[src/design/tkf_regs.vh]
/*
 * constants for the touch key host command field block: result codes,
 * opcodes, field positions, sleep factor bounds and timing.
 * assumes inclusion by the single design file only.
 */
`ifndef TKF_REGS_VH
`define TKF_REGS_VH

// ==========================================================
// result codes
`define TKF_RC_OK          8'h01
`define TKF_RC_BAD_CMD     8'h83
`define TKF_RC_BAD_PARAM   8'h85
`define TKF_RC_PARITY      8'ha1
`define TKF_RC_CHECKSUM    8'ha3
`define TKF_RC_INIT        8'he0

// ==========================================================
// opcodes
`define TKF_OP_SLEEP       8'h92
`define TKF_OP_KEYEN       8'h97
`define TKF_OP_OUTPUTS     8'h08
`define TKF_OP_FWINFO      8'h80
`define TKF_OUT_LEN        8'h01

// ==========================================================
// field positions
`define TKF_TOUCH_BIT      7
`define TKF_KEYEN_STATE    7
`define TKF_SLEEP_FREERUN  6
`define TKF_FAULT_CAL      0
`define TKF_FAULT_MAX      1
`define TKF_FAULT_MIN      2

// ==========================================================
// sleep factor
`define TKF_SF_MIN_LP      6'h01
`define TKF_SF_MAX_LP      6'h19
`define TKF_SF_DEEP        6'h3f
`define TKF_SLEEP_STEP_MS  20
`define TKF_CLK_HZ         10000000

// ==========================================================
// probe codes
`define TKF_PR_CAL         8'h01
`define TKF_PR_RELEASED    8'h02
`define TKF_PR_TOUCHED     8'h04
`define TKF_PR_ERROR       8'h08
`define TKF_PR_POSRECAL    8'h11
`define TKF_PR_TCONFIRM    8'h14
`define TKF_PR_RCONFIRM    8'h24

`endif

[src/design/tkf_cmd_fields.v]
/*
 * touch key host command fields: decodes parameter bytes of the sleep,
 * key enable and output commands, builds touch, fault and probe answers,
 * applies group lockout, and runs the sleep interval timer.
 * assumes byte framing, checksum and parity checks are done outside and
 * presented as one-cycle command strobes with their parameter bytes.
 * limitation: a wake from interval sleep by an address lasts only while traffic is seen.
 */
// Functional notes
// - answer with one-byte result codes
// - fault byte: bit7 touched, bits6-3 zero
// - summary ORs faults; per-key gives one key
// - fault bits: calibrating, max, min
// - touch bitmap bit n-1 is key n
// - enable bit one enables, zero disables
// - free-run bit suspends sleep while detecting
// - factor zero or 1a-3e disables sleep
// - factor 01-19 sleeps factor times 20ms
// - factor 3f deep sleep, bus wakes
// - asleep: no address ack, but wakes
// - output byte bits 0-4 drive outputs
// - mode zero: first key locks group
// - mode one: strongest key wins group
// - membership bit x-1 means group x
// - probe codes per key diagnostic state
// - enable change recalibrates enabled keys
`timescale 1ns/100ps
`include "tkf_regs.vh"

module tkf_cmd_fields #(
	parameter SLEEP_STEP_CYC = `TKF_SLEEP_STEP_MS * (`TKF_CLK_HZ / 1000),
	parameter LEVEL_W        = 8
) (
	input  wire                 clk,
	input  wire                 reset,
	// command strobes from the framer
	input  wire                 cmdValid,
	input  wire [7:0]           cmdOpcode,
	input  wire [7:0]           cmdLength,
	input  wire [7:0]           cmdParam,
	input  wire                 cmdChecksumOk,
	input  wire                 cmdParityOk,
	input  wire                 cmdKnown,
	// group configuration command (mode byte plus membership)
	input  wire                 grpValid,
	input  wire [7:0]           grpStyle,
	input  wire [63:0]          grpMembers,
	// sensing core state
	input  wire [7:0]           rawTouch,
	input  wire [7:0]           keyCalibrating,
	input  wire [7:0]           keyMaxCount,
	input  wire [7:0]           keyMinCount,
	input  wire [8*LEVEL_W-1:0] keyLevel,
	input  wire [7:0]           keyFilterPos,
	input  wire [7:0]           keyFilterTouch,
	input  wire [7:0]           keyFilterRelease,
	input  wire [2:0]           queryKey,
	// bus activity seen by the slave front end
	input  wire                 busActivity,
	input  wire                 addrMatch,
	output reg  [7:0]           resultCode,
	output reg                  resultValid,
	output reg  [7:0]           touchBitmap,
	output reg  [7:0]           summaryFaultByte,
	output reg  [7:0]           keyFaultByte,
	output reg  [7:0]           keyProbeCode,
	output reg  [7:0]           keyEnabled,
	output reg                  recalStart,
	output reg  [7:0]           recalKeys,
	output reg  [4:0]           outputPinLevels,
	output reg                  lowPowerActive,
	output reg                  deepSleep,
	output reg                  sleepTick,
	output wire                 addrAck
);

	// step compare held at 32 bits; the default step fits easily
	localparam [31:0] STEP_CYC = SLEEP_STEP_CYC;

	// ==========================================================
	// registers
	reg        fwSeen_q;
	reg [7:0]  grpStyle_q;
	reg [63:0] grpMembers_q;
	reg        freeRun_q;
	reg [5:0]  sleepFactor_q;
	reg [31:0] stepCnt_q;
	reg [4:0]  stepNum_q;
	reg [7:0]  lockOwner_q;

	// ==========================================================
	// helpers
	// selector zero means every key; 9 to 15 are refused before use
	function [7:0] keySelMask;
		input [3:0] sel;
		begin
			if (sel == 4'h0)
				keySelMask = 8'hff;
			else
				keySelMask = 8'h01 << (sel - 4'h1);
		end
	endfunction

	// fault field of one key: min, max, calibrating
	function [2:0] faultOf;
		input [2:0] k;
		begin
			faultOf = {keyMinCount[k], keyMaxCount[k], keyCalibrating[k]};
		end
	endfunction

	// ==========================================================
	// command parameter check
	// framing faults outrank the init guard, which outranks decoding;
	// a refused command leaves every setting untouched
	reg [7:0] rcNext;
	always @* begin
		rcNext = `TKF_RC_OK;
		if (!cmdParityOk)
			rcNext = `TKF_RC_PARITY;
		else if (!cmdChecksumOk)
			rcNext = `TKF_RC_CHECKSUM;
		else if (!fwSeen_q && cmdOpcode != `TKF_OP_FWINFO)
			rcNext = `TKF_RC_INIT;
		else if (!cmdKnown)
			rcNext = `TKF_RC_BAD_CMD;
		else if (cmdOpcode == `TKF_OP_KEYEN && (cmdParam[6:4] != 3'h0 || cmdParam[3:0] > 4'h8))
			rcNext = `TKF_RC_BAD_PARAM;
		else if (cmdOpcode == `TKF_OP_SLEEP && cmdParam[7])
			rcNext = `TKF_RC_BAD_PARAM;
		else if (cmdOpcode == `TKF_OP_OUTPUTS && (cmdParam[7:5] != 3'h0 || cmdLength != `TKF_OUT_LEN))
			rcNext = `TKF_RC_BAD_PARAM;
	end

	// only a fully accepted command may change state
	wire cmdGood = cmdValid && rcNext == `TKF_RC_OK;

	// ==========================================================
	// command execution
	always @(posedge clk) begin
		if (reset) begin
			fwSeen_q        <= 1'b0;
			resultCode      <= 8'h00;
			resultValid     <= 1'b0;
			keyEnabled      <= 8'hff;
			recalStart      <= 1'b0;
			recalKeys       <= 8'h00;
			outputPinLevels <= 5'h00;
			freeRun_q       <= 1'b0;
			sleepFactor_q   <= 6'h00;
			grpStyle_q      <= 8'h00;
			grpMembers_q    <= 64'h0;
		end else begin
			// every command gets one answer, one cycle later
			resultValid <= cmdValid;
			recalStart  <= 1'b0;
			if (cmdValid)
				resultCode <= rcNext;
			// the init guard opens once the version query is taken
			if (cmdGood && cmdOpcode == `TKF_OP_FWINFO)
				fwSeen_q <= 1'b1;
			if (cmdGood && cmdOpcode == `TKF_OP_KEYEN) begin
				// enable bit picks the requested state for the selection
				if (cmdParam[`TKF_KEYEN_STATE]) begin
					keyEnabled <= keyEnabled | keySelMask(cmdParam[3:0]);
					recalKeys  <= keyEnabled | keySelMask(cmdParam[3:0]);
				end else begin
					keyEnabled <= keyEnabled & ~keySelMask(cmdParam[3:0]);
					recalKeys  <= keyEnabled & ~keySelMask(cmdParam[3:0]);
				end
				// recalibration is asked for even if the set did not change
				recalStart <= 1'b1;
			end
			// pins move only on an accepted command, never mid-frame
			if (cmdGood && cmdOpcode == `TKF_OP_OUTPUTS)
				outputPinLevels <= cmdParam[4:0];
			// sleep byte kept whole; deep sleep is acted on below
			if (cmdGood && cmdOpcode == `TKF_OP_SLEEP) begin
				freeRun_q     <= cmdParam[`TKF_SLEEP_FREERUN];
				sleepFactor_q <= cmdParam[5:0];
			end
			// group table loads without a result code of its own
			if (grpValid) begin
				grpStyle_q   <= grpStyle;
				grpMembers_q <= grpMembers;
			end
		end
	end

	// ==========================================================
	// group lockout: per group, pick winner among touched members
	reg [7:0]         allowed;
	reg [7:0]         grpTouch;
	reg [7:0]         winner;
	reg [LEVEL_W-1:0] best;
	reg [7:0]         ownerNext;
	integer g;
	integer k;
	// disabled keys never count as touched, in or out of a group
	always @* begin
		allowed   = rawTouch & keyEnabled;
		ownerNext = 8'h00;
		grpTouch  = 8'h00;
		winner    = 8'h00;
		best      = {LEVEL_W{1'b0}};
		for (g = 0; g < 8; g = g + 1) begin
			grpTouch = 8'h00;
			for (k = 0; k < 8; k = k + 1)
				grpTouch[k] = grpMembers_q[8*k+g] & rawTouch[k] & keyEnabled[k];
			winner = 8'h00;
			best   = {LEVEL_W{1'b0}};
			if (grpStyle_q[g]) begin
				// strongest signal wins; lowest index breaks ties
				for (k = 7; k >= 0; k = k - 1)
					if (grpTouch[k] && keyLevel[k*LEVEL_W +: LEVEL_W] >= best) begin
						best   = keyLevel[k*LEVEL_W +: LEVEL_W];
						winner = 8'h01 << k;
					end
			end else if (grpTouch != 8'h00) begin
				// first key keeps the group until it lets go; with no
				// holder the lowest touched key takes it
				for (k = 7; k >= 0; k = k - 1)
					if (grpTouch[k])
						winner = 8'h01 << k;
				for (k = 0; k < 8; k = k + 1)
					if (grpTouch[k] && grpMembers_q[8*k+g] && lockOwner_q[k])
						winner = 8'h01 << k;
			end
			// a key in several groups must win in each of them
			for (k = 0; k < 8; k = k + 1)
				if (grpMembers_q[8*k+g] && !winner[k])
					allowed[k] = 1'b0;
		end
		// a key stays owner while touched and still allowed
		ownerNext = allowed;
	end

	// holder state lags one cycle, which decides who pressed first
	always @(posedge clk) begin
		if (reset) begin
			lockOwner_q <= 8'h00;
			touchBitmap <= 8'h00;
		end else begin
			lockOwner_q <= ownerNext;
			touchBitmap <= allowed;
		end
	end

	// ==========================================================
	// touch and fault answers
	// summary ignores enables: a disabled key may still be faulty
	reg [2:0] faultOr;
	integer f;
	always @* begin
		faultOr = 3'h0;
		for (f = 0; f < 8; f = f + 1)
			faultOr = faultOr | faultOf(f[2:0]);
	end

	always @(posedge clk) begin
		if (reset) begin
			summaryFaultByte <= 8'h00;
			keyFaultByte     <= 8'h00;
			keyProbeCode     <= 8'h00;
		end else begin
			// summary bit 7 stays clear; per-key bit 7 is the touch
			summaryFaultByte <= {5'h00, faultOr};
			keyFaultByte     <= {touchBitmap[queryKey], 4'h0, faultOf(queryKey)};
			// probe code priority: calibration, error, filters, state
			if (keyCalibrating[queryKey])
				keyProbeCode <= `TKF_PR_CAL;
			else if (keyMaxCount[queryKey] || keyMinCount[queryKey])
				keyProbeCode <= `TKF_PR_ERROR;
			else if (keyFilterPos[queryKey])
				keyProbeCode <= `TKF_PR_POSRECAL;
			else if (keyFilterTouch[queryKey])
				keyProbeCode <= `TKF_PR_TCONFIRM;
			else if (keyFilterRelease[queryKey])
				keyProbeCode <= `TKF_PR_RCONFIRM;
			else if (touchBitmap[queryKey])
				keyProbeCode <= `TKF_PR_TOUCHED;
			else
				keyProbeCode <= `TKF_PR_RELEASED;
		end
	end

	// ==========================================================
	// low power control
	wire lpFactor = sleepFactor_q >= `TKF_SF_MIN_LP && sleepFactor_q <= `TKF_SF_MAX_LP;
	// detect taken after lockout, so blocked keys do not keep it awake
	wire detecting = touchBitmap != 8'h00;
	wire lpWanted = lpFactor && !(freeRun_q && detecting);

	// deep sleep entered at once; any bus traffic or reset leaves it
	always @(posedge clk) begin
		if (reset) begin
			deepSleep      <= 1'b0;
			lowPowerActive <= 1'b0;
		end else begin
			if (cmdGood && cmdOpcode == `TKF_OP_SLEEP && cmdParam[5:0] == `TKF_SF_DEEP)
				deepSleep <= 1'b1;
			else if (busActivity || addrMatch)
				deepSleep <= 1'b0;
			// traffic holds the block awake for as long as it lasts
			if (busActivity || addrMatch)
				lowPowerActive <= 1'b0;
			else
				lowPowerActive <= lpWanted;
		end
	end

	// interval timer: factor steps of the 20 ms base
	// counter runs only while asleep, so every interval starts whole
	always @(posedge clk) begin
		if (reset) begin
			stepCnt_q <= 32'h0;
			stepNum_q <= 5'h00;
			sleepTick <= 1'b0;
		end else begin
			sleepTick <= 1'b0;
			if (!lowPowerActive) begin
				stepCnt_q <= 32'h0;
				stepNum_q <= 5'h00;
			end else if (stepCnt_q == STEP_CYC - 32'h1) begin
				stepCnt_q <= 32'h0;
				if (stepNum_q == sleepFactor_q[4:0] - 5'h01) begin
					stepNum_q <= 5'h00;
					sleepTick <= 1'b1;
				end else
					stepNum_q <= stepNum_q + 5'h01;
			end else
				stepCnt_q <= stepCnt_q + 32'h1;
		end
	end

	// while asleep the address is not acknowledged; the host retries
	// kept combinational so the refusal lands in the acknowledge slot
	assign addrAck = addrMatch && !lowPowerActive && !deepSleep;

endmodule // tkf_cmd_fields

[config.mk]
export PLATFORM = sky130hd
export DESIGN_NAME = tkf_cmd_fields
export DESIGN_NICKNAME = d
export VERILOG_FILES = /design/src/design/tkf_cmd_fields.v
export VERILOG_INCLUDE_DIRS = /design/src /design/src/design
export SDC_FILE = /design/constraint.sdc
export NUM_CORES = 1
export LEC_CHECK = 0
export BUFFER_PORTS_ARGS = -buffer_cell sky130_fd_sc_hd__buf_2
export CAP_MARGIN = 5
export CORE_MARGIN = 3
export CORE_UTILIZATION = 36
export CTS_BUF_LIST = sky130_fd_sc_hd__clkbuf_8
export DETAILED_ROUTE_END_ITERATION = 8
export HOLD_SLACK_MARGIN = 0.03
export PLACE_DENSITY = 0.52
export SLEW_MARGIN = 10
export SYNTH_ARGS = -nofsm -noshare
export SYNTH_HDL_FRONTEND = slang
export SYNTH_SLANG_ARGS = --single-unit
[constraint.sdc]
create_clock -name clk -period 26.2 [get_ports clk]
set_clock_uncertainty 0.15 [all_clocks]
set_input_delay 1.31 -clock clk [delete_from_list [all_inputs] [get_ports clk]]
set_output_delay 1.31 -clock clk [all_outputs]
set_load 0.01 [all_outputs]
==> reports/results.txt, run 1 <==
row cnt -> 96
post-synth cell types -> 92
crit path DAT -> 18460 ps
# IOs -> 295
vias in the first global route -> 24500
CTS H-tree lvls -> 4
Die Span Y -> 271 um
Yosys warning count -> 0
IO Port Bufs -> 281
fraction of layout cells with a size suffix above 1 -> 17.5%
GPL Wtd Cong -> 0.946
Synth Flop Type -> dfxtp_1
final setup fails -> 0
clock-pin transition on the worst setup and hold timing paths -> 110 ps
count of final hold-check violations -> 0
Initial Utilization -> 36.7%
Post-CTS Hold Buffers -> 0
Vias/cell -> 5.91
Max IR drop VDD -> 0.0311 mV
crit end category -> flop
worst skew pair latency -> 490 ps
CTS resizes -> 0
leading area contributor after synthesis -> ha_1
ranking of synthesized cells by area -> ha_1 21%, dfxtp_1 13%, mux2_2 9.2%, mux2i_1 6.7%, nor2_1 4.4%
P_leak -> 12.1 nW
drc violations -> 0
post-CTS setup buffers -> 0
simple-gate area share of the yosys netlist -> 19.4%
mux cell area share after synthesis -> 17.1%
clock root buffer master -> clkbuf_8
Final Power -> 0.923 mW
setup TNS after final layout -> 0 ps
largest family of logic cells by synthesized area -> compound AO/OA/AOI/OAI gates
Vias -> 25900
fin. max-slew vios -> 0
deepest clock path buffer count -> 2
f_max -> 54.9 MHz
critical path's top delay family -> compound AO/OA/AOI/OAI gates
Critical Path RT -> 26450 ps
Setup CP Type -> input port to flop
area added between synthesis and finish -> 10.5%
Worst Setup Start Kind -> input port
initial antenna violation count -> 10
largest net degree at the start of global routing -> 83
Core ar. -> 69100 sq um
Die W -> 271 um
Mean Syn Cell Area -> 7.77 sq um
Max-Cap Viols -> 0
Min-Delay Path Class -> flop to flop
Worst-Margin Slew -> 1150 ps
area of the multi-input gates -> 20400 sq um
die area -> 73500 sq um
total grt overflow -> 0
final WL -> 110000 um
Post-Synthesis Cells -> 3260
Num CTS Buffers -> 17
RSZ-0062 raised after global routing -> false
Wirelength per Cell -> 25.1 um
gr usage total -> 29.0%
NumNets Final -> 4098
Max-slew headroom -> 23.3%
most common cell in the synthesized netlist -> ha_1
Crit path top cell by count -> ha_1
Mapped Area -> 25300 sq um
Final min period -> 18210 ps
Buffers & Inverters on Critical Path -> 5
Slowest-stage cell, CP -> o31ai_2
FF+latch area -> 3400 sq um
fillers -> 7299
clock sink total -> 170
hpwl dp -> 89800 um
register bit count reported by yosys -> 170
PwrDens -> 33.0 nW/um^2
max incr delay on CP -> 870 ps
first-pass GRT wire length -> 162000 um
post-synthesis sequential area ratio -> 13.4%
Routed Antenna Nets -> 0
Async SR Flop Fraction -> 0%
fin crit share -> 69.5%
area fraction of the dominant cell type after synthesis -> 21.0%
CP max FO -> 17
Post-synth EDFFs -> 0
Commonest cells post-synth -> 424 x ha_1, 297 x nor2_1, 255 x nand2_1
xor and xnor area share after synthesis -> 1.38%
status -> complete, no violations
CTS tree -> built
Detailed Route Iter0 Violations -> 2295
Synth Area in Adders -> 21.1%
Synth Area in Compound Gates -> 21.3%
1st-pass router iterations -> 7
-- kinds of logic after synthesis --
kind of cell,count (synthesis)
AO/OA/AOI/OAI,815
XOR/XNOR,40
adder cells (fa/ha/maj),428
buffers and inverters,401
flip-flops,170
multiplexers,390
other,1
AND/OR/NAND/NOR,1015
-- layer usage --
metal / vias to the layer above / global-route usage, % / share of wire, %
li1: 12400 / - / -
met1: 12300 / 39.9 / 45
met2: 1073 / 47.0 / 45
met3: 157 / 4.45 / 7.6
met4: 10 / 7.78 / 2.9
met5: - / 0 / 0.054
-- cell usage in the layout (no fill, tap or decap), types with 26 or more instances in the layout --
master    instances
nor2_1          297
a21o_1           85
and3_1           55
o21ai_0         172
mux2i_1         169
and2_1           39
nand2_1         255
dfxtp_1         170
mux2_2          207
nand3_1          96
a211oi_1         41
nor4_1           27
nand4_1          43
nand2b_1         59
buf_2           279
a31oi_1          26
xor2_1           29
nor3_1           48
buf_4            32
ha_1            424
a21oi_1         218
inv_1           242
-- final timing paths --
path	to	cells after the start	from	slack, ps
setup reg to reg	lockOwner_q[6]$_SDFF_PP0_	61	keyEnabled[7]$_SDFFE_PP1P_	8340
hold / removal	lowPowerActive$_SDFF_PP0_	1	freeRun_q$_SDFFE_PP0P_	310
setup / recovery	lockOwner_q[6]$_SDFF_PP0_	62	rawTouch[7]	7990
hold reg to reg	lowPowerActive$_SDFF_PP0_	1	freeRun_q$_SDFFE_PP0P_	310
-- stage by stage --
stage	utilization, %	hold WS [ps]	area, sq um	cells	setup WS [ps]
after floorplan	-	253	25400	3272	11180
after global placement	39.9	287	27500	4358	7930
after detailed placement	39.9	282	27500	4358	7910
after CTS	40.5	300	28000	4390	8360
after global routing	40.5	329	28000	4391	6970
final	40.5	308	28000	4392	7990
-- registers in the layout (all words and copies together), names as in the netlist --
name / cells
stepNum_q: 5
keyProbeCode: 6
resultCode: 6
recalKeys: 8
sleepTick: 1
lowPowerActive: 1
grpStyle_q: 8
outputPinLevels: 5
deepSleep: 1
fwSeen_q: 1
lockOwner_q: 8
recalStart: 1
resultValid: 1
freeRun_q: 1
sleepFactor_q: 6
keyEnabled: 8
stepCnt_q: 32
summaryFaultByte: 3
keyFaultByte: 4
grpMembers_q: 64
-- final cells by class --
class                   instances  share of cell area [%]
repair buffers                311                    5.85
well taps                     931                    4.16
clock inverters                15                   0.675
flip-flops and latches        170                    12.2
inverters                     245                    3.29
multi-input cells            2701                    73.0
diodes                          2                  0.0179
clock buffers                  17                   0.836
-- worst reg2reg max path, delay by kind of cell, from the launching register on --
family,cells,cell delay [ps]
compound gates,27,8110
buf+inv,4,460
mux,5,2110
flops,1,600
simple gates,18,4600
fa+ha+maj,7,1740
-- power by group --
part	total, mW	switching, mW	leakage (nW)	internal [mW]
Sequential	0.282	0.0146	1.39	0.267
Clock	0.204	0.108	0.207	0.0962
Combinational	0.437	0.266	10.5	0.171
Note: power is estimated with default switching activity, not from simulation.
==> run 2, diff against run 1 <==
==> constraint.sdc (replaced) <==
create_clock -name clk -period 18.1 [get_ports clk]
set_clock_uncertainty 0.15 [all_clocks]
set_input_delay 0.905 -clock clk [delete_from_list [all_inputs] [get_ports clk]]
set_output_delay 0.905 -clock clk [all_outputs]
set_load 0.01 [all_outputs]
==> run 2 against run 1 <==
Flip-flop and latch count did not move. Global-route usage rose by 0.56 points. Die area did not move. Clock power rose by 47%. Non-clock buffer count rose by 9. Combinational power rose by 45%. Sequential share of layout area barely moved. Cell area rose by 0.30%. Critical path depth rose by 3. Cell count rose by 0.34%. Core utilization rose by 0.12 points.
==> reports/results.txt, run 2 (synthesis results as in run 1) <==
status -> complete, no violations (unchanged)
drc violations -> 0 (unchanged)
largest net degree at the start of global routing -> 67 (was 83)
fin. max-slew vios -> 0 (unchanged)
R2R Path Start -> keyEnabled[7]$_SDFFE_PP1P_ (unchanged)
Max-slew headroom -> 31.9% (was 23.3%)
Largest Register -> grpMembers_q (unchanged)
met1 usage -> 39.1% (was 39.9%)
Die W -> 271 um (unchanged)
Max-Cap Viols -> 0 (unchanged)
commonest non-fill, non-tap cell in the layout -> ha_1 (unchanged)
Final min period -> 17050 ps
area added between synthesis and finish -> 10.8% (was 10.5%)
Vias -> 26200 (was 25900)
PwrDens -> 47.9 nW/um^2 (was 33.0 nW/um^2)
Final Power -> 1.34 mW (was 0.923 mW)
f_max -> 58.7 MHz
worst hold path depth -> 1 (unchanged)
die area -> 73500 sq um (unchanged)
RSZ-0062 raised after global routing -> false (unchanged)
vias in the first global route -> 25100 (was 24500)
max FFs per register -> 64 (unchanged)
Max IR drop VDD -> 0.0588 mV (was 0.0311 mV)
worst skew pair latency -> 500 ps (was 490 ps)
CTS resizes -> 0 (unchanged)
1st-pass router iterations -> 5 (was 7)
crit end category -> flop (unchanged)
crit path DAT -> 17320 ps (was 18460 ps)
clock sink total -> 170 (unchanged)
Num CTS Buffers -> 17 (unchanged)
P_leak -> 12.1 nW (about the same)
worst slack at placement -> 951 ps (was 7910 ps)
Min-Delay Path Class -> flop to flop (unchanged)
hpwl dp -> 91300 um (was 89800 um)
max incr delay on CP -> 700 ps (was 870 ps)
post-CTS setup buffers -> 0 (unchanged)
met3 usage in global routing -> 6.16% (was 4.45%)
final setup fails -> 0 (unchanged)
Post-CTS Hold Buffers -> 0 (unchanged)
Worst Setup Start Kind -> flop (was input port)
row cnt -> 96 (unchanged)
Vias/cell -> 5.95 (was 5.91)
Critical Path RT -> 18370 ps (was 26450 ps)
Setup CP Type -> flop to flop (was input port to flop)
clock-pin transition on the worst setup and hold timing paths -> 120 ps (was 110 ps)
# IOs -> 295 (unchanged)
GPL Wtd Cong -> 0.991 (was 0.946)
Routed Antenna Nets -> 0 (unchanged)
Slowest-stage cell, CP -> o21a_1 (was o31ai_2)
NumNets Final -> 4107 (was 4098)
gr usage total -> 29.5% (was 29.0%)
R2R setup slack -> 1050 ps (was 8340 ps)
CP max FO -> 13 (was 17)
Core ar. -> 69100 sq um (unchanged)
commonest cells after routing, fill and taps aside -> 424 x ha_1, 297 x nor2_1, 279 x buf_2, 255 x nand2_1, 241 x inv_1 (was 424 x ha_1, 297 x nor2_1, 279 x buf_2, 255 x nand2_1, 242 x inv_1)
initial antenna violation count -> 16 (was 10)
setup ws final -> 1050 ps (was 7990 ps)
Crit path top cell by count -> ha_1 (unchanged)
Reg2Reg Depth -> 65 (was 61)
count of final hold-check violations -> 0 (unchanged)
setup TNS after final layout -> 0 ps (unchanged)
Wirelength per Cell -> 25.6 um (was 25.1 um)
reg2reg end -> lockOwner_q[6]$_SDFF_PP0_ (unchanged)
fraction of layout cells with a size suffix above 1 -> 17.8% (was 17.5%)
CTS H-tree lvls -> 4 (unchanged)
first-pass GRT wire length -> 165000 um (was 162000 um)
deepest clock path buffer count -> 2 (unchanged)
total grt overflow -> 0 (unchanged)
Initial Utilization -> 36.7% (unchanged)
CTS tree -> built (unchanged)
Worst-Margin Slew -> 1020 ps (was 1150 ps)
clock root buffer master -> clkbuf_8 (unchanged)
Detailed Route Iter0 Violations -> 2222 (was 2295)
Hold WS -> 293 ps (was 308 ps)
biggest regs -> grpMembers_q x64, stepCnt_q x32 (unchanged)
Hold Path Origin -> freeRun_q$_SDFFE_PP0P_ (unchanged)
Endpoint, Worst Hold -> lowPowerActive$_SDFF_PP0_ (unchanged)
Die Span Y -> 271 um (unchanged)
Top Usage Layer GRT -> met2 (unchanged)
met2 Use GR -> 47.4% (was 47.0%)
fin crit share -> 94.2%
final WL -> 113000 um (was 110000 um)
IO Port Bufs -> 281 (unchanged)
run 2: changes by cell type in the layout (fill, tap and decap cells not counted), moves of 2 or more:
cell,delta
clkbuf_8,+2
clkinv_2,+2
buf_4,+9
clkinv_4,-2
diode_2,+6
run 2: worst max path at each step:
| stage | to | slack [ps] | cells after the start | from |
|---|---|---|---|---|
| 5_1_grt | lockOwner_q[4]$_SDFF_PP0_ | 190 | 60 | keyEnabled[7]$_SDFFE_PP1P_ |
| 4_1_cts | lockOwner_q[4]$_SDFF_PP0_ | 1320 | 60 | keyEnabled[7]$_SDFFE_PP1P_ |
| 3_3_place_gp | lockOwner_q[4]$_SDFF_PP0_ | 880 | 61 | rawTouch[7] |
| 3_5_place_dp | lockOwner_q[6]$_SDFF_PP0_ | 950 | 61 | rawTouch[7] |
| 2_1_floorplan | lockOwner_q[4]$_SDFF_PP0_ | 3490 | 63 | rawTouch[7] |
| 6_report | lockOwner_q[6]$_SDFF_PP0_ | 1050 | 65 | keyEnabled[7]$_SDFFE_PP1P_ |
run 2: routing by layer:
layer  up-vias  share of wire, %
li1      12400                 -
met1     12400                43
met2      1118                45
met3       246               8.4
met4        18               3.8
met5         -              0.11
run 2: cell type report:
type	count	area, sq um
sequential	170	3400
clock buffer	19	262
inverter	245	920
clock inverter	13	165
fill	7300	41000
tap	931	1160
multi-input combinational	2701	20400
timing repair buffer	320	1700
antenna	8	20.0
run 2: metrics by stage:
| step | instances | util, % | cell area (sq um) |
|---|---|---|---|
| final | 4407 | 40.6 | 28100 |
| after global routing | 4401 | 40.6 | 28000 |
| after CTS | 4399 | 40.6 | 28000 |
| after detailed placement | 4367 | 40.0 | 27600 |
| after global placement | 4367 | 40.0 | 27600 |
| after floorplan | 3272 | - | 25400 |
run 2: power breakdown:
part / leakage, nW / total, mW / switching, mW / internal (mW)
Combinational: 10.5 / 0.635 / 0.386 / 0.249
Clock: 0.205 / 0.299 / 0.154 / 0.145
Sequential: 1.39 / 0.411 / 0.0238 / 0.387
Total: 12.1 / 1.34 / 0.564 / 0.781
run 2: worst max-delay path: cells and delay by family (launching register included):
kind | cells | cell delay [ps]
DFF | 1 | 610
AOI/OAI and AO/OA | 25 | 6640
adders and majority gates | 7 | 1970
muxes | 6 | 2300
buffers and inverters | 7 | 1260
and+or+nand+nor | 20 | 4020
==> run 3, diff against run 2 <==
--- a/config.mk
+++ b/config.mk
@@ -6,6 +6,7 @@
 export SDC_FILE = /design/constraint.sdc
 export NUM_CORES = 1
 export LEC_CHECK = 0
+export ABC_AREA = 1
 export BUFFER_PORTS_ARGS = -buffer_cell sky130_fd_sc_hd__buf_2
 export CAP_MARGIN = 5
 export CORE_MARGIN = 3
==> run 3 against run 2 <==
Worst hold slack lost 8.6 ps. Global-route usage shrank 2.0 points. Non-clock buffer count shrank 12. Die area shrank 1.8%. Synthesized area shrank 1.8%. Highest routed layer unchanged. Sequential power shrank 3%. Register-to-register slack gained 560 ps. Largest power group unchanged.
==> reports/results.txt, run 3 <==
status -> complete, no violations (unchanged)
Initial Utilization -> 36.7% (about the same)
design area -> 27400 sq um (was 28100 sq um)
hpwl dp -> 82300 um (was 91300 um)
reg2reg end -> lockOwner_q[7]$_SDFF_PP0_ (was lockOwner_q[6]$_SDFF_PP0_)
CTS H-tree lvls -> 4 (unchanged)
area added between synthesis and finish -> 10.1% (was 10.8%)
commonest cells after routing, fill and taps aside -> 1050 x nand2_1, 510 x inv_1, 495 x o21ai_0, 424 x ha_1, 290 x nor2_1 (was 424 x ha_1, 297 x nor2_1, 279 x buf_2, 255 x nand2_1, 241 x inv_1)
Max IR drop VDD -> 0.0634 mV (was 0.0588 mV)
final setup fails -> 0 (unchanged)
Hold Path Origin -> sleepFactor_q[5]$_SDFFE_PP0P_ (was freeRun_q$_SDFFE_PP0P_)
Min-Delay Path Class -> flop to flop (unchanged)
setup TNS after final layout -> 0 ps (unchanged)
largest net degree at the start of global routing -> 98 (was 67)
CTS resizes -> 0 (unchanged)
clock-pin transition on the worst setup and hold timing paths -> 100 ps (was 120 ps)
fin crit share -> 91.6% (was 94.2%)
max incr delay on CP -> 340 ps (was 700 ps)
most common cell in the synthesized netlist -> nand2_1 (was ha_1)
Worst Setup Start Kind -> input port (was flop)
fin. max-slew vios -> 0 (unchanged)
vias in the first global route -> 26000 (was 25100)
Routed Antenna Nets -> 0 (unchanged)
P_leak -> 14.0 nW (was 12.1 nW)
Largest Register -> grpMembers_q (unchanged)
f_max -> 60.3 MHz (was 58.7 MHz)
biggest regs -> grpMembers_q x64, stepCnt_q x32 (unchanged)
CP max FO -> 18 (was 13)
total grt overflow -> 0 (unchanged)
R2R Path Start -> keyEnabled[7]$_SDFFE_PP1P_ (unchanged)
die area -> 72200 sq um (was 73500 sq um)
Num CTS Buffers -> 17 (unchanged)
ranking of synthesized cells by area -> ha_1 21%, nand2_1 16%, dfxtp_1 14%, o21ai_0 10%, inv_1 7.7% (was ha_1 21%, dfxtp_1 13%, mux2_2 9.2%, mux2i_1 6.7%, nor2_1 4.4%)
placed cell areas -> 26900 sq um (was 27600 sq um)
Commonest cells post-synth -> 1052 x nand2_1, 511 x inv_1, 495 x o21ai_0 (was 424 x ha_1, 297 x nor2_1, 255 x nand2_1)
Post-Synthesis Cells -> 4024 (was 3260)
area fraction of the dominant cell type after synthesis -> 21.3% (was 21.0%)
deepest clock path buffer count -> 2 (unchanged)
max FFs per register -> 64 (unchanged)
Critical Path RT -> 18380 ps (was 18370 ps)
PwrDens -> 54.7 nW/um^2 (was 47.9 nW/um^2)
Worst-Margin Slew -> 881 ps (was 1020 ps)
crit path DAT -> 16860 ps (was 17320 ps)
Synth Flop Type -> dfxtp_1 (unchanged)
initial antenna violation count -> 13 (was 16)
Vias -> 27500 (was 26200)
Core ar. -> 67800 sq um (was 69100 sq um)
Mean Syn Cell Area -> 6.18 sq um (was 7.77 sq um)
Wirelength per Cell -> 19.8 um (was 25.6 um)
final WL -> 102000 um (was 113000 um)
Post-CTS Hold Buffers -> 0 (unchanged)
post-synthesis sequential area ratio -> 13.7% (was 13.4%)
NumNets Final -> 4884 (was 4107)
Hold WS -> 285 ps (was 293 ps)
# IOs -> 295 (unchanged)
Setup CP Type -> input port to flop (was flop to flop)
first-pass GRT wire length -> 151000 um (was 165000 um)
GPL Wtd Cong -> 0.975 (was 0.991)
gr usage total -> 27.5% (was 29.5%)
fraction of layout cells with a size suffix above 1 -> 12.1% (was 17.8%)
Final Power -> 1.50 mW (was 1.34 mW)
worst skew pair latency -> 480 ps (was 500 ps)
Post-synth EDFFs -> 0 (unchanged)
RSZ-0062 raised after global routing -> false (unchanged)
Crit path top cell by count -> o21a_1 (was ha_1)
drc violations -> 0 (unchanged)
commonest non-fill, non-tap cell in the layout -> nand2_1 (was ha_1)
worst hold path depth -> 1 (unchanged)
worst slack at placement -> 895 ps (was 951 ps)
R2R setup slack -> 1610 ps (was 1050 ps)
Detailed Route Iter0 Violations -> 1951 (was 2222)
count of final hold-check violations -> 0 (unchanged)
crit end category -> flop (unchanged)
Slowest-stage cell, CP -> nand2_1 (was o21a_1)
Yosys warning count -> 0 (unchanged)
leading area contributor after synthesis -> ha_1 (unchanged)
1st-pass router iterations -> 7 (was 5)
post-CTS setup buffers -> 0 (unchanged)
setup ws final -> 1520 ps (was 1050 ps)
Reg2Reg Depth -> 98 (was 65)
clock root buffer master -> clkbuf_8 (unchanged)
Vias/cell -> 5.36 (was 5.95)
Max-Cap Viols -> 0 (unchanged)
Max-slew headroom -> 41.3% (was 31.9%)
Final min period -> 16580 ps (was 17050 ps)
clock sink total -> 170 (unchanged)
CTS tree -> built (unchanged)
Die W -> 269 um (was 271 um)
Die Span Y -> 269 um (was 271 um)
Endpoint, Worst Hold -> lowPowerActive$_SDFF_PP0_ (unchanged)
post-synth cell types -> 60 (was 92)
row cnt -> 95 (was 96)
Async SR Flop Fraction -> 0% (unchanged)
IO Port Bufs -> 281 (unchanged)
register bit count reported by yosys -> 170 (unchanged)
Mapped Area -> 24900 sq um (was 25300 sq um)
run 3: per-layer routing:
layer  routed length [um]  global-route usage, %  share of wire, %  up-vias
met5                   71                      0             0.070        -
met4                 3350                   9.15               3.3       12
met3                 6230                   3.69               6.1      163
met2                48100                   48.1                47      822
met1                43900                   34.7                43    12600
li1                     -                      -                 -    13900
run 3: kinds of logic (layout without fill, tap and decap cells):
| logic type | count (synthesis) | after routing | share of synthesized area, % |
|---|---|---|---|
| other | 1 | 20 | 0.0151 |
| buffers and inverters | 662 | 870 | 10.7 |
| muxes | 3 | 3 | 0.136 |
| adders and majority gates | 424 | 424 | 21.3 |
| xor gates and xnor gates | 9 | 9 | 0.317 |
| and+or+nand+nor | 1706 | 1706 | 29.4 |
| AOI/OAI and AO/OA | 1049 | 1049 | 24.3 |
| DFF | 170 | 170 | 13.7 |
run 3: cell type report:
type                    instances  area, sq um
flip-flops and latches        170         3400
multi-input cells            3204        18800
diodes                          7         17.5
fillers                      7603        40400
repair buffers                308         1610
clock buffers                  19          262
clock inverters                12          140
well taps                     873         1090
inverters                     531         1990
run 3: power breakdown:
part | internal [mW] | leakage [nW] | switching (mW)
registers | 0.388 | 1.39 | 0.00983
clock network | 0.131 | 0.201 | 0.158
logic | 0.285 | 12.4 | 0.525
total | 0.804 | 14.0 | 0.693
run 3: metrics by stage:
step,util (%),instances
2_1_floorplan,-,4036
3_3_place_gp,39.7,5086
3_5_place_dp,39.7,5086
4_1_cts,40.3,5117
5_1_grt,40.4,5121
6_report,40.4,5124
run 3: worst max path at each step:
stage / startpoint / to / depth (start not counted)
after floorplan: rawTouch[7] / lockOwner_q[7]$_SDFF_PP0_ / 103
after global placement: rawTouch[7] / lockOwner_q[7]$_SDFF_PP0_ / 99
after detailed placement: rawTouch[7] / lockOwner_q[7]$_SDFF_PP0_ / 99
after CTS: rawTouch[7] / lockOwner_q[7]$_SDFF_PP0_ / 100
after global routing: rawTouch[7] / lockOwner_q[7]$_SDFF_PP0_ / 99
final: rawTouch[7] / lockOwner_q[7]$_SDFF_PP0_ / 99
run 3: worst max-delay path, delay by kind of cell:
family | cells | cell delay [ps]
compound gates | 57 | 9280
fa+ha+maj | 7 | 2020
simple gates | 29 | 3850
buf+inv | 6 | 760
